--- config.mk ---
export PLATFORM = sky130hd
export DESIGN_NAME = gpc_panel
export DESIGN_NICKNAME = d
export VERILOG_FILES = /design/src/gpc_panel.v /design/src/gpc_relay.v
export VERILOG_INCLUDE_DIRS = /design/src
export SDC_FILE = /design/constraint.sdc
export NUM_CORES = 2
export LEC_CHECK = 0
export ABC_AREA = 0
export BUFFER_PORTS_ARGS = -buffer_cell sky130_fd_sc_hd__buf_2
export CAP_MARGIN = 40
export CORE_ASPECT_RATIO = 1.2
export CORE_MARGIN = 5
export CORE_UTILIZATION = 55
export DETAILED_ROUTE_END_ITERATION = 8
export PLACE_DENSITY = 0.72
export SKIP_CTS_REPAIR_TIMING = 1
export SLEW_MARGIN = 5
export SYNTH_ARGS = -nofsm -noshare
export SYNTH_HDL_FRONTEND = slang
export SYNTH_SLANG_ARGS = --single-unit
--- constraint.sdc ---
create_clock -name MCLK_I -period 7.9 [get_ports MCLK_I]
set_clock_uncertainty 0.05 [all_clocks]
set_input_delay 0.79 -clock MCLK_I [delete_from_list [all_inputs] [get_ports MCLK_I]]
set_output_delay 0.79 -clock MCLK_I [all_outputs]
set_load 0.02 [all_outputs]
--- src/gpc_map.vh ---
// Register map, field positions, reset values and timing counts of the
// gauge panel and setpoint relay controller. Definitions only.
`ifndef GPC_MAP_VH
`define GPC_MAP_VH

// Byte offsets on the APB register bus
`define GPC_CTRL_OFS      8'h00
`define GPC_PRESS_OFS     8'h04
`define GPC_STATUS_OFS    8'h08
`define GPC_ION_OFS       8'h0C
`define GPC_ERR_OFS       8'h10
`define GPC_LIN_OFS       8'h14
`define GPC_LEAK_OFS      8'h18
`define GPC_CURVE_OFS     8'h1C
`define GPC_GAS_OFS       8'h20
`define GPC_RLY_BASE      4'h4

// Pressure code: {biased exponent, mantissa m.m as 10..99}; zero is all 0
`define GPC_PW            13
`define GPC_MANT_MIN      8'h0A
`define GPC_MANT_MAX      8'h63
`define GPC_EXP_BIAS      5'h10
`define GPC_EXP_MAX       5'h1F
`define GPC_ONE_MICRON    13'h1A0A

// Field positions
`define GPC_PRESS_ION_BIT 16
`define GPC_RLY_HI_LSB    13
`define GPC_RLY_ST_LSB    26
`define GPC_ION_THR_LSB   4

// Reset values
`define GPC_NSTA_RST      4'hA
`define GPC_ION_RST       17'h00000
`define GPC_CURVE_RST     20'h55555

// Station and relay counts
`define GPC_NSTA_MAX      10
`define GPC_NRLY          4

// Display formats and panel modes
`define GPC_FMT_NUM       2'h0
`define GPC_FMT_NEG       2'h1
`define GPC_FMT_POS       2'h2
`define GPC_FMT_ERR       2'h3
`define GPC_UNITS_LAST    3'h4
`define GPC_MODE_INIT     2'h0
`define GPC_MODE_RUN      2'h1
`define GPC_MODE_SETUP    2'h2
`define GPC_MODE_DIAG     2'h3

// Timing
`define GPC_CLK_HZ        100000000
`define GPC_LEAK_TIME_S   15
`define GPC_LEAK_CYCLES   (`GPC_LEAK_TIME_S * `GPC_CLK_HZ)
`define GPC_INIT_TIME_MS  1000
`define GPC_INIT_CYCLES   (`GPC_INIT_TIME_MS * (`GPC_CLK_HZ / 1000))
`define GPC_DIAG_TIME_MS  2000
`define GPC_DIAG_CYCLES   (`GPC_DIAG_TIME_MS * (`GPC_CLK_HZ / 1000))
`define GPC_LEAK_SCALE    25'h00000F0
`define GPC_LEAK_FS       16'h270F
`define GPC_LEAK_FS_NEG   16'hD8F1
`define GPC_BLINK_BIT     24

`endif

--- src/gpc_panel.v ---
// Front panel and setpoint relay controller, APB register slave.
// Assumes sensor firmware writes pressures over APB and keys are raw pins.
//
// Summary of operation
// - Relay energizes below its lower setpoint
// - Relay de-energizes above its upper setpoint
// - Between setpoints the relay keeps state
// - Four relays, each with station and pair
// - One to ten stations, arrows step station
// - Tenth station shows as letter A
// - Ion gauge off, flashing, until enabled
// - Exponent shown with minus or E
// - Thermocouple numeric above micron, ion exponential
// - Units key cycles five pressure units
// - Recorder outputs keep native sensor units
// - Leak rate shown after fifteen second wait
// - Leak rate saturates at 9999 per hour
// - Leak rate positive rising, negative falling
// - Status lamp follows its relay one clock later, except while blanked
// - Lamps blank during diagnostic and init
// - Test key leaves setup for run, or starts diagnostic from run
// - Setup shows setpoints, adjusts them unless locked
// - Gas key ignored while locked
// - Error code shown after power-up and diagnostic
// - Per-station recorder curve selectable
`timescale 1ns/1ps
`default_nettype none
`include "gpc_map.vh"

module gpc_panel #(
  parameter LEAK_CYCLES = `GPC_LEAK_CYCLES,
  parameter INIT_CYCLES = `GPC_INIT_CYCLES,
  parameter DIAG_CYCLES = `GPC_DIAG_CYCLES,
  parameter BLINK_BIT   = `GPC_BLINK_BIT
) (
  // Clock and reset
  input  wire        MCLK_I,
  input  wire        RST_B_I,
  // APB slave
  input  wire        PSEL_I,
  input  wire        PENABLE_I,
  input  wire        PWRITE_I,
  input  wire [7:0]  PADDR_I,
  input  wire [31:0] PWDATA_I,
  output reg  [31:0] PRDATA_O,
  output reg         PREADY_O,
  output reg         PSLVERR_O,
  // Keypad and setup lock switch, high when pressed or locked
  input  wire        TEST_OPERATE_KEY_I,
  input  wire        SETUP_KEY_I,
  input  wire        GAS_TYPE_KEY_I,
  input  wire        UP_KEY_I,
  input  wire        DOWN_KEY_I,
  input  wire        UNITS_KEY_I,
  input  wire        LEAK_RATE_KEY_I,
  input  wire        SETUP_LOCK_I,
  // Display
  output reg  [3:0]  DISP_STATION_O,
  output reg  [7:0]  DISP_MANT_O,
  output reg  [4:0]  DISP_EXP_O,
  output reg  [1:0]  DISP_FMT_O,
  output reg  [2:0]  DISP_UNITS_O,
  output reg         DISP_OFF_FLASH_O,
  output reg  [7:0]  DISP_ERR_CODE_O,
  output reg         SETUP_MODE_O,
  output reg  [2:0]  SETUP_ITEM_O,
  output reg         GAS_ALT_O,
  output reg         ARGON_INDICATOR_O,
  output reg         HELIUM_INDICATOR_O,
  output reg         LEAK_SHOW_O,
  output reg  [15:0] LEAK_RATE_O,
  // Relays, lamps, ion gauge supply
  output wire [3:0]  RELAY_O,
  output reg  [3:0]  RELAY_LAMP_O,
  output reg         ION_HV_O,
  // Recorder output scan
  output reg  [3:0]  REC_IDX_O,
  output reg  [12:0] REC_CODE_O,
  output reg  [1:0]  REC_CURVE_O
);

  localparam PW = `GPC_PW;

  // One step of a setpoint along the pressure code, saturating at both ends
  function [PW-1:0] step;
    input [PW-1:0] c;
    input          up;
    begin
      if (up) begin
        if (c == {PW{1'b0}})
          step = {5'h00, `GPC_MANT_MIN};
        else if (c[7:0] < `GPC_MANT_MAX)
          step = {c[12:8], c[7:0] + 8'h01};
        else if (c[12:8] == `GPC_EXP_MAX)
          step = c;
        else
          step = {c[12:8] + 5'h01, `GPC_MANT_MIN};
      end else begin
        if (c == {PW{1'b0}})
          step = c;
        else if (c[7:0] > `GPC_MANT_MIN)
          step = {c[12:8], c[7:0] - 8'h01};
        else if (c[12:8] == 5'h00)
          step = {PW{1'b0}};
        else
          step = {c[12:8] - 5'h01, `GPC_MANT_MAX};
      end
    end
  endfunction

  // Key synchroniser: a change counts once stages two and three agree
  wire [7:0] keys_raw = {SETUP_LOCK_I, LEAK_RATE_KEY_I, UNITS_KEY_I, DOWN_KEY_I,
                         UP_KEY_I, GAS_TYPE_KEY_I, SETUP_KEY_I, TEST_OPERATE_KEY_I};
  reg  [7:0] ks1;
  reg  [7:0] ks2;
  reg  [7:0] ks3;
  reg  [7:0] kst;
  wire [7:0] next_kst = (~(ks2 ^ ks3) & ks2) | ((ks2 ^ ks3) & kst);
  wire [6:0] press_ev = next_kst[6:0] & ~kst[6:0];
  wire       locked   = kst[7];

  always @(posedge MCLK_I or negedge RST_B_I) begin
    if (!RST_B_I) begin
      ks1 <= 8'h00;
      ks2 <= 8'h00;
      ks3 <= 8'h00;
      kst <= 8'h00;
    end else begin
      ks1 <= keys_raw;
      ks2 <= ks1;
      ks3 <= ks2;
      kst <= next_kst;
    end
  end

  // Register state
  reg [PW-1:0] press [0:`GPC_NSTA_MAX-1];
  reg [9:0]    press_ok;
  reg [9:0]    ion_type;
  reg [PW-1:0] rly_lo [0:`GPC_NRLY-1];
  reg [PW-1:0] rly_hi [0:`GPC_NRLY-1];
  reg [3:0]    rly_st [0:`GPC_NRLY-1];
  reg          run;
  reg [3:0]    nsta;
  reg [16:0]   ion_cfg;
  reg [7:0]    err_code;
  reg [15:0]   lin;
  reg [19:0]   curve;
  reg          helium;

  // Panel state
  reg [1:0]    mode;
  reg [31:0]   mode_tmr;
  reg [3:0]    station;
  reg [2:0]    units;
  reg [2:0]    item;
  reg          gas_alt;
  reg          leak_busy;
  reg [31:0]   leak_tmr;
  reg [15:0]   leak_start;
  reg [23:0]   blink;
  integer      i;

  wire apb_wr = PSEL_I & PENABLE_I & PREADY_O & PWRITE_I;
  wire apb_setup = PSEL_I & ~PENABLE_I;
  wire rly_hit = PADDR_I[7:4] == `GPC_RLY_BASE;
  wire [1:0] rly_ix = PADDR_I[3:2];
  wire [1:0] item_r = item[2:1];
  wire arrows_ok = (mode == `GPC_MODE_SETUP) & ~locked;

  // Register writes and setpoint adjustment share one process
  always @(posedge MCLK_I or negedge RST_B_I) begin
    if (!RST_B_I) begin
      for (i = 0; i < `GPC_NSTA_MAX; i = i + 1)
        press[i] <= {PW{1'b0}};
      for (i = 0; i < `GPC_NRLY; i = i + 1) begin
        rly_lo[i] <= {PW{1'b0}};
        rly_hi[i] <= {PW{1'b0}};
        rly_st[i] <= 4'h0;
      end
      press_ok <= 10'h000;
      ion_type <= 10'h000;
      run      <= 1'b0;
      nsta     <= `GPC_NSTA_RST;
      ion_cfg  <= `GPC_ION_RST;
      err_code <= 8'h00;
      lin      <= 16'h0000;
      curve    <= `GPC_CURVE_RST;
      helium   <= 1'b0;
    end else begin
      if (apb_wr) begin
        case (PADDR_I)
          `GPC_CTRL_OFS: begin
            run  <= PWDATA_I[0];
            nsta <= PWDATA_I[7:4];
          end
          `GPC_PRESS_OFS: begin
            if (PWDATA_I[31:28] < `GPC_NSTA_MAX) begin
              press[PWDATA_I[31:28]]    <= PWDATA_I[12:0];
              press_ok[PWDATA_I[31:28]] <= 1'b1;
              ion_type[PWDATA_I[31:28]] <= PWDATA_I[`GPC_PRESS_ION_BIT];
            end
          end
          `GPC_ION_OFS:   ion_cfg  <= PWDATA_I[16:0];
          `GPC_ERR_OFS:   err_code <= PWDATA_I[7:0];
          `GPC_LIN_OFS:   lin      <= PWDATA_I[15:0];
          `GPC_CURVE_OFS: curve    <= PWDATA_I[19:0];
          `GPC_GAS_OFS:   helium   <= PWDATA_I[0];
          default: begin
            if (rly_hit) begin
              rly_lo[rly_ix] <= PWDATA_I[12:0];
              rly_hi[rly_ix] <= PWDATA_I[25:13];
              rly_st[rly_ix] <= PWDATA_I[29:26];
            end
          end
        endcase
      end else if (arrows_ok & (press_ev[3] | press_ev[4])) begin
        if (item[0])
          rly_hi[item_r] <= step(rly_hi[item_r], press_ev[3]);
        else
          rly_lo[item_r] <= step(rly_lo[item_r], press_ev[3]);
      end
    end
  end

  // Panel mode, station, units, gas and leak rate
  wire [16:0] leak_diff = {1'b0, lin} - {1'b0, leak_start};
  wire [24:0] leak_full = {{8{leak_diff[16]}}, leak_diff} * `GPC_LEAK_SCALE;
  wire [3:0]  sta_last  = (nsta == 4'h0) ? 4'h0 : nsta - 4'h1;

  always @(posedge MCLK_I or negedge RST_B_I) begin
    if (!RST_B_I) begin
      mode        <= `GPC_MODE_INIT;
      mode_tmr    <= INIT_CYCLES[31:0];
      station     <= 4'h0;
      units       <= 3'h0;
      item        <= 3'h0;
      gas_alt     <= 1'b0;
      leak_busy   <= 1'b0;
      leak_tmr    <= 32'h00000000;
      leak_start  <= 16'h0000;
      LEAK_SHOW_O <= 1'b0;
      LEAK_RATE_O <= 16'h0000;
      blink       <= 24'h000000;
    end else begin
      blink <= blink + 24'h000001;
      case (mode)
        `GPC_MODE_INIT, `GPC_MODE_DIAG: begin
          if (mode_tmr == 32'h00000000)
            mode <= `GPC_MODE_RUN;
          else
            mode_tmr <= mode_tmr - 32'h00000001;
        end
        `GPC_MODE_RUN: begin
          if (press_ev[0]) begin
            mode     <= `GPC_MODE_DIAG;
            mode_tmr <= DIAG_CYCLES[31:0];
          end else if (press_ev[1]) begin
            mode <= `GPC_MODE_SETUP;
            item <= 3'h0;
          end else if (press_ev[3]) begin
            station <= (station >= sta_last) ? 4'h0 : station + 4'h1;
          end else if (press_ev[4]) begin
            station <= (station == 4'h0) ? sta_last : station - 4'h1;
          end
        end
        `GPC_MODE_SETUP: begin
          if (press_ev[0])
            mode <= `GPC_MODE_RUN;
          else if (press_ev[1])
            item <= item + 3'h1;
        end
        default: mode <= `GPC_MODE_INIT;
      endcase
      if (press_ev[5])
        units <= (units == `GPC_UNITS_LAST) ? 3'h0 : units + 3'h1;
      if (press_ev[2] & ~locked)
        gas_alt <= ~gas_alt;
      if (press_ev[6]) begin
        leak_busy   <= 1'b1;
        leak_tmr    <= LEAK_CYCLES[31:0];
        leak_start  <= lin;
        LEAK_SHOW_O <= 1'b0;
      end else if (leak_busy) begin
        if (leak_tmr == 32'h00000000) begin
          leak_busy   <= 1'b0;
          LEAK_SHOW_O <= 1'b1;
          if ($signed(leak_full) > $signed({9'h000, `GPC_LEAK_FS}))
            LEAK_RATE_O <= `GPC_LEAK_FS;
          else if ($signed(leak_full) < $signed({9'h1FF, `GPC_LEAK_FS_NEG}))
            LEAK_RATE_O <= `GPC_LEAK_FS_NEG;
          else
            LEAK_RATE_O <= leak_full[15:0];
        end else begin
          leak_tmr <= leak_tmr - 32'h00000001;
        end
      end
    end
  end

  // Setpoint relays
  wire [3:0] rly_q;
  genvar g;
  generate
    for (g = 0; g < `GPC_NRLY; g = g + 1) begin : g_rly
      wire ok = (rly_st[g] < `GPC_NSTA_MAX) && press_ok[rly_st[g]] && run &&
                (mode != `GPC_MODE_INIT);
      gpc_relay #(.PW(PW)) u_rly (
        .clk_i       (MCLK_I),
        .rst_b_i     (RST_B_I),
        .en_i        (ok),
        .press_i     (press[rly_st[g]]),
        .lower_i     (rly_lo[g]),
        .upper_i     (rly_hi[g]),
        .energized_o (rly_q[g])
      );
    end
  endgenerate
  assign RELAY_O = rly_q;

  // Display, lamps and recorder scan
  wire [3:0]    ion_st   = ion_cfg[3:0];
  wire [PW-1:0] shown    = (mode == `GPC_MODE_SETUP) ?
                           (item[0] ? rly_hi[item_r] : rly_lo[item_r]) : press[station];
  wire          show_ion = ion_type[station];
  wire          blanked  = (mode == `GPC_MODE_INIT) | (mode == `GPC_MODE_DIAG);
  // Supply and OFF flash share one term, so OFF never shows beside a live supply
  wire          ion_on   = run && (ion_st < `GPC_NSTA_MAX) && press_ok[ion_st] &&
                           (press[ion_st] < ion_cfg[16:4]);

  always @(posedge MCLK_I or negedge RST_B_I) begin
    if (!RST_B_I) begin
      DISP_STATION_O     <= 4'h1;
      DISP_MANT_O        <= 8'h00;
      DISP_EXP_O         <= 5'h00;
      DISP_FMT_O         <= `GPC_FMT_ERR;
      DISP_UNITS_O       <= 3'h0;
      DISP_OFF_FLASH_O   <= 1'b0;
      DISP_ERR_CODE_O    <= 8'h00;
      SETUP_MODE_O       <= 1'b0;
      SETUP_ITEM_O       <= 3'h0;
      GAS_ALT_O          <= 1'b0;
      ARGON_INDICATOR_O  <= 1'b0;
      HELIUM_INDICATOR_O <= 1'b0;
      RELAY_LAMP_O       <= 4'h0;
      ION_HV_O           <= 1'b0;
      REC_IDX_O          <= 4'h0;
      REC_CODE_O         <= 13'h0000;
      REC_CURVE_O        <= 2'h0;
    end else begin
      // Station 10 is code A, so the digit code is just the number
      DISP_STATION_O <= station + 4'h1;
      DISP_MANT_O    <= shown[7:0];
      DISP_UNITS_O   <= units;
      DISP_ERR_CODE_O <= err_code;
      SETUP_MODE_O   <= mode == `GPC_MODE_SETUP;
      SETUP_ITEM_O   <= item;
      GAS_ALT_O      <= gas_alt;
      ARGON_INDICATOR_O  <= gas_alt & ~helium & blink[BLINK_BIT-1];
      HELIUM_INDICATOR_O <= gas_alt & helium & blink[BLINK_BIT-1];
      if (blanked) begin
        DISP_FMT_O <= `GPC_FMT_ERR;
        DISP_EXP_O <= 5'h00;
      end else if (!show_ion && shown >= `GPC_ONE_MICRON) begin
        DISP_FMT_O <= `GPC_FMT_NUM;
        DISP_EXP_O <= shown[12:8];
      end else if (shown[12:8] < `GPC_EXP_BIAS) begin
        DISP_FMT_O <= `GPC_FMT_NEG;
        DISP_EXP_O <= `GPC_EXP_BIAS - shown[12:8];
      end else begin
        DISP_FMT_O <= `GPC_FMT_POS;
        DISP_EXP_O <= shown[12:8] - `GPC_EXP_BIAS;
      end
      // The controlling thermocouple must read below its threshold first
      ION_HV_O <= ion_on;
      DISP_OFF_FLASH_O <= show_ion & ~ion_on & blink[BLINK_BIT-1];
      RELAY_LAMP_O <= blanked ? 4'h0 : rly_q;
      // Recorder codes ignore the display unit so they never jump
      REC_IDX_O   <= (REC_IDX_O >= 4'h9) ? 4'h0 : REC_IDX_O + 4'h1;
      REC_CODE_O  <= press[REC_IDX_O];
      REC_CURVE_O <= curve[REC_IDX_O*2 +: 2];
    end
  end

  // APB: no wait states, read data captured in the setup cycle
  reg [31:0] rd_mux;
  reg        rd_err;
  always @* begin
    rd_mux = 32'h00000000;
    rd_err = 1'b0;
    case (PADDR_I)
      `GPC_CTRL_OFS:   rd_mux = {24'h000000, nsta, 3'h0, run};
      `GPC_PRESS_OFS:  rd_mux = {22'h000000, press_ok};
      `GPC_STATUS_OFS: rd_mux = {12'h000, blanked, locked, LEAK_SHOW_O, ION_HV_O,
                                 gas_alt, units, station, 2'h0, mode, rly_q};
      `GPC_ION_OFS:    rd_mux = {15'h0000, ion_cfg};
      `GPC_ERR_OFS:    rd_mux = {24'h000000, err_code};
      `GPC_LIN_OFS:    rd_mux = {16'h0000, lin};
      `GPC_LEAK_OFS:   rd_mux = {15'h0000, LEAK_SHOW_O, LEAK_RATE_O};
      `GPC_CURVE_OFS:  rd_mux = {12'h000, curve};
      `GPC_GAS_OFS:    rd_mux = {31'h00000000, helium};
      default: begin
        if (rly_hit)
          rd_mux = {2'h0, rly_st[rly_ix], rly_hi[rly_ix], rly_lo[rly_ix]};
        else
          rd_err = 1'b1;
      end
    endcase
  end

  always @(posedge MCLK_I or negedge RST_B_I) begin
    if (!RST_B_I) begin
      PRDATA_O  <= 32'h00000000;
      PREADY_O  <= 1'b0;
      PSLVERR_O <= 1'b0;
    end else begin
      PREADY_O  <= apb_setup;
      PSLVERR_O <= apb_setup & rd_err;
      if (apb_setup)
        PRDATA_O <= PWRITE_I ? 32'h00000000 : rd_mux;
    end
  end

endmodule // gpc_panel
`default_nettype wire

--- src/gpc_relay.v ---
// One hysteretic setpoint relay.
// Assumes pressure and setpoints share the monotonic pressure code.
`timescale 1ns/1ps
`default_nettype none
`include "gpc_map.vh"

module gpc_relay #(
  parameter PW = `GPC_PW
) (
  // Clock and reset
  input  wire          clk_i,
  input  wire          rst_b_i,
  // Comparison inputs
  input  wire          en_i,
  input  wire [PW-1:0] press_i,
  input  wire [PW-1:0] lower_i,
  input  wire [PW-1:0] upper_i,
  // Relay drive
  output reg           energized_o
);

  always @(posedge clk_i or negedge rst_b_i) begin
    if (!rst_b_i) begin
      energized_o <= 1'b0;
    end else if (!en_i) begin
      energized_o <= 1'b0;
    end else if (press_i < lower_i) begin
      energized_o <= 1'b1;
    end else if (press_i > upper_i) begin
      energized_o <= 1'b0;
    end
  end

endmodule // gpc_relay
`default_nettype wire
* Word-level counts from Yosys, hierarchy flattened
Cells that the tools add are included.
** Word-level totals
- Output and inout port bits :: 117
- Input port bits :: 53
- Logic and storage cells :: 425
- Flip-flop bits (word level) :: 604
** Operators by class
- Shift operators :: 1
- Reductions and logical operators :: 59
- Bitwise logic cells :: 43
- Equal/unequal tests :: 32
- Multiplexer cells :: 152
- Multiply operators :: 1
- $lt $le $gt $ge :: 46
- Add/sub/neg operators :: 20
** Operators with widths (number)
- $mux W13 :: 47
- $mux W52 :: 10
- $bmux W13 S4 :: 7
- $pmux W30 S9 :: 1
- $bwmux W52 :: 4
- $mux W32 :: 6
- $bwmux W130 :: 1
- $bmux W13 S2 :: 4
- $lt A13 B13 Y1 :: 5
- $logic_not A32 Y1 :: 2
- $pmux W32 S2 :: 1
- $sub A32 B1 Y32 const B :: 2
- $demux W13 S2 :: 2
- $demux W13 S4 :: 1
- $gt A13 B13 Y1 :: 4
- $ge A5 B5 Y1 const B :: 8
- $mux W4 :: 10
- $not A4 Y5 :: 8
- $lt A4 B5 Y1 const B :: 7
- $eq A8 B5 Y1 const B :: 4
- $mux W16 :: 2
- $mux W30 :: 1
- $mux W1 :: 27
- $logic_not A13 Y1 :: 2
- 73 further kinds :: 188

* Depth between registers and ports, before layout
- Depth after elaboration :: 16
- Mapped depth :: 29
- Gate-level depth less buffers :: 26

* Cells and area by module
A second synthesis with hierarchy kept.
** Second synthesis, totals
- Cell total of the unflattened synthesis :: 3845
- Area, all modules :: 40847.9 um^2
** By module, submodules not included
- gpc_panel :: instances 1, sequential area each 14948.1 um^2, cells an instance 3473, area an instance 38175.4 um^2
- gpc_relay :: instances 4, sequential area each 25.0 um^2, cells an instance 93, area an instance 668.1 um^2

* Least setup slack after synthesis
OpenSTA, ideal clock, no wires.
- Path type :: register to register
- From :: register lin[1]
- To :: register LEAK_RATE_O[13]
- Required time :: 7.719 ns
- Buffers on the path :: 0
- Slack :: 1.379 ns
- Arrival time :: 6.340 ns
- Period minus slack after synthesis :: 6.521 ns
- Cell stages (with the launch flop) :: 24
- Library setup time :: 0.131 ns
- Cell sequence :: dfrtp_1 -> ha_1 -> nor2b_1 -> o21ai_0 -> a21boi_0 -> o211ai_1 -> nand3_1 -> nand3_1 -> a31oi_1 -> mux2_2 -> a2111oi_0 -> fa_1 -> inv_1 -> fa_1 -> ha_1 -> and2_1 -> a221o_1 -> a21oi_1 -> o21ai_1 -> a311o_1 -> a21oi_1 -> xor2_1 -> nor3_1 -> or3_1
** Between the ends
- Cells in the longest elaborated chain, start to end :: 5
- Elaborated cells between the ends (all ways) :: 6
- Classes of those cells :: add/sub (1); mul (1); order compare (2); mux (2)
** RTL lines
- from (decl) :: line gpc_panel.v:147 : reg [15:0] lin;
- from (signal assigned) :: line gpc_panel.v:206 : `GPC_LIN_OFS: lin <= PWDATA_I[15:0];
- $sub A16 B16 Y17 * :: line gpc_panel.v:227 : wire [16:0] leak_diff = {1'b0, lin} - {1'b0, leak_start};
- $mul A25 B4 Y21 (no source line) *
- $lt A25 B15 Y1 :: line gpc_panel.v:290 : else if ($signed(leak_full) < $signed({9'h1FF, `GPC_LEAK_FS_NEG}))
- $mux W16 :: line gpc_panel.v:290
- $mux W16 * :: line gpc_panel.v:288 : if ($signed(leak_full) > $signed({9'h000, `GPC_LEAK_FS}))
- to (signal assigned) :: line gpc_panel.v:289 : LEAK_RATE_O <= `GPC_LEAK_FS;
- to (signal assigned) :: line gpc_panel.v:291 : LEAK_RATE_O <= `GPC_LEAK_FS_NEG;
- to (signal assigned) :: line gpc_panel.v:293 : LEAK_RATE_O <= leak_full[15:0];
- to (decl) :: line gpc_panel.v:71 : output reg [15:0] LEAK_RATE_O,
Every way passes the cells marked *; elsewhere a longest branch is shown, timed or not.
A chain may end at the register's enable or synchronous reset.

* Final worst setup path
- From :: register lin[0]
- To :: register LEAK_RATE_O[8]
Same word-level chain as after synthesis.

==> reports/qor.yml <==
route:
  totalWireLength_mm: 147
  dr.pass1.iters: 8
  drt_drc_violations_left: 0
  postRouteAntennaNets: 0
  viasPerCell: 6.95
  wl_per_cell_um: 29.3
  drt_iter0_drc: 4815
  vias: 35000
timing:
  period_needed_ps: 6870
  slew_viol_final: 0
  rsz0062_at_grt: "no"
  worst_slew_pin_slew_ps: 1040
  final_hold_viol_count: 0
  fmax_mhz: 146
  min_period_over_period: 0.869
  setup_tns_ps: 0
  relSlewSlack: 0.309
  setup_viol: 0
global_routing:
  grt_max_degree: 179
  grtUsageTotal: 0.363
  antenna_found_initial: 15
  grt_pass1_vias: 33900
  grt_pass1_wl_mm: 219
  grt_remaining_overflow: 0
yosys:
  synthSimpleGateAreaFrac: 0.104
  synth_top_family_by_area: "multiplexers"
  ys_warn_count: 0
  synthFlopType: "dfrtp_1"
  synthArstFlopShare: 1.00
  syn_avg_cell_area_um2: 10.5
  ys_types: 89
  syn_inst: 3898
  synthAdderAreaFrac: 0.0701
  synthMuxAreaShare: 0.240
  synth_area_um2: 41000
  synth_xor_area_frac: 0.0216
  yosysSeqAreaShare: 0.367
  synth_compound_area_frac: 0.150
  synth-seq-cells: 600
  synth-edff-count: 0
power:
  peakVddDrop_v: 0.000180
  powerDensity_nw_per_um2: 210
  total_power_mw: 9.53
  power.leakage_nw: 19.8
clock_tree:
  clock_path_buffers: 3
  numCtsBuffers: 66
  cts_tree: "yes"
  clk_pin_slew_worst_paths_ps: 60
  cts-root-buf: "clkbuf_16"
  clkLatencyLatePin_ps: 660
  cts.sink_count: 600
  htree_levels: 3
job:
  max_cap_viol_count: 0
floorplanning:
  rows: 109
  die_area_um2: 80200
  die_x_um: 259
  coreArea_um2: 73800
  num_io_pins: 170
  die_h_um: 309
  initial_utilization: 0.556
worst_setup_path:
  rrSetupSlack_ps: 1030
  path_common_cell: "inv_1"
  r2r_start: "lin[0]$_DFFE_PN0P_"
  critical_path.top_delay_family: "compound AO/OA/AOI/OAI gates"
  crit_cells: 26
  max_stage_delay_ps: 530
  reg2reg_depth: 26
  arrival_ps: 7350
  crit_fanout: 9
  critPathLaunchType: "flop"
  worstReg2RegEnd: "LEAK_RATE_O[8]$_DFFE_PN0P_"
  cp.required_ps: 8390
  endpoint_kind: "flop"
  critPathBufInv: 4
  slowest_stage: "xor2_1"
  criticalPathCategory: "reg2reg"
placed_design:
  port_buffers: 167
  dp_hpwl_mm: 105
  gp_congestion: 1.03
final_layout:
  drive_above_1_share: 0.237
  nets: 4236
  final_common_cell: "dfrtp_1"
  area_growth_pct: 10.7
  final_cell_mix: "566 x dfrtp_1, 310 x nand2_1, 292 x o21ai_0, 254 x mux4_2, 249 x mux2_2"
  fill_cells: 6043
outcome:
  status: "finished clean"
worst_hold_path:
  hp-class: "in2async"
## synth_stat cells (all sizes together), types with 6 or more instances
| cell | number | area [um^2] |
|---|---|---|
| a22o | 41 | 359 |
| a21boi | 7 | 52.6 |
| nor3b | 8 | 60.1 |
| clkbuf | 180 | 676 |
| nor4 | 25 | 214 |
| nand3 | 56 | 280 |
| o21ai | 295 | 1480 |
| mux2i | 133 | 1330 |
| o21a | 25 | 188 |
| nand4 | 29 | 181 |
| buf | 76 | 365 |
| xor2 | 37 | 324 |
| dfstp | 27 | 709 |
| inv | 241 | 905 |
| or2 | 16 | 100 |
| o31ai | 25 | 201 |
| a21o | 53 | 398 |
| and3 | 26 | 163 |
| nor2 | 208 | 783 |
| or3 | 26 | 163 |
| nor2b | 27 | 169 |
| a21oi | 196 | 985 |
| a22oi | 80 | 601 |
| a211oi | 26 | 195 |
| a31oi | 29 | 188 |
| nand2 | 310 | 1160 |
| a32o | 6 | 60.1 |
| a32oi | 35 | 307 |
| fa | 23 | 460 |
| xnor2 | 64 | 561 |
| nor4b | 7 | 73.8 |
| a221oi | 35 | 307 |
| mux2 | 249 | 2800 |
| nand2b | 38 | 238 |
| maj3 | 10 | 100 |
| dfrtp | 573 | 14300 |
| or4 | 12 | 101 |
| mux4 | 254 | 5720 |
| ha | 185 | 2310 |
| o211ai | 12 | 90.1 |
| o22ai | 45 | 282 |
| nor3 | 66 | 330 |
| and2 | 10 | 65.1 |
## final cells by class
class                           count  area (um^2)  share of cell area
Multi-Input combinational cell   2802        24100               0.530
Clock inverter                     25          375             0.00826
Timing Repair Buffer              264         1840              0.0404
Tap cell                          999         1250              0.0275
Inverter                          241          905              0.0199
Sequential cell                   600        15100               0.331
Clock buffer                       94         1890              0.0415
Antenna cell                       11         27.5            0.000606
## power breakdown
| part | internal, mW | switching, mW | total (mW) |
|---|---|---|---|
| combinational | 0.892 | 1.88 | 2.77 |
| clock | 1.89 | 1.39 | 3.28 |
| sequential | 3.26 | 0.212 | 3.48 |
| total | 6.04 | 3.49 | 9.53 |
## stage by stage
step / hold slack [ps] / area [um^2] / setup WS [ps] / cells / utilization
floorplan: 281 / 41000 / 1380 / 3899 / -
global placement: 283 / 42700 / 1280 / 4881 / 0.579
detailed placement: 286 / 43100 / 1150 / 4905 / 0.585
CTS: 23.6 / 45400 / 1090 / 5024 / 0.615
global route: 48.2 / 45400 / 561 / 5029 / 0.616
finish: 22.4 / 45400 / 1030 / 5036 / 0.616
## state kept, by name, indices dropped and copies added (netlist names), 5 cells and up, named ones only
register and cells:
rly_hi 52, ion_cfg 17, press 130, blink 24, err_code 8, leak_start 16
DISP_EXP_O 5, LEAK_RATE_O 14, ks3 8, mode_tmr 32, DISP_ERR_CODE_O 8, REC_CODE_O 13
press_ok 10, ks2 8, ks1 8, leak_tmr 32, DISP_MANT_O 8, lin 16
ion_type 10, PRDATA_O 30, rly_st 16, curve 20, rly_lo 52, kst 7
## routing by layer
metal	GRT usage	vias up	part of all wire
li1	-	14700	-
met1	0.451	17000	0.35
met2	0.531	2505	0.43
met3	0.121	696	0.12
met4	0.272	10	0.10
met5	0	-	0.00042
## cell families after synthesis
logic type      count (synthesis)
compound gates                962
simple gates                  883
mux                           636
flops                         600
buf+inv                       497
fa+ha+maj                     218
xor+xnor                      101
other cells                     1
## worst max-delay path by stage
| stage | to | start | slack [ps] |
|---|---|---|---|
| floorplan | LEAK_RATE_O[13]$_DFFE_PN0P_ | lin[1]$_DFFE_PN0P_ | 1380 |
| global placement | LEAK_RATE_O[8]$_DFFE_PN0P_ | lin[1]$_DFFE_PN0P_ | 1280 |
| detailed placement | LEAK_RATE_O[10]$_DFFE_PN0P_ | lin[1]$_DFFE_PN0P_ | 1150 |
| CTS | LEAK_RATE_O[10]$_DFFE_PN0P_ | lin[1]$_DFFE_PN0P_ | 1090 |
| global route | LEAK_RATE_O[8]$_DFFE_PN0P_ | lin[1]$_DFFE_PN0P_ | 560 |
| finish | LEAK_RATE_O[8]$_DFFE_PN0P_ | lin[0]$_DFFE_PN0P_ | 1030 |
(Power assumes the default switching activity.)
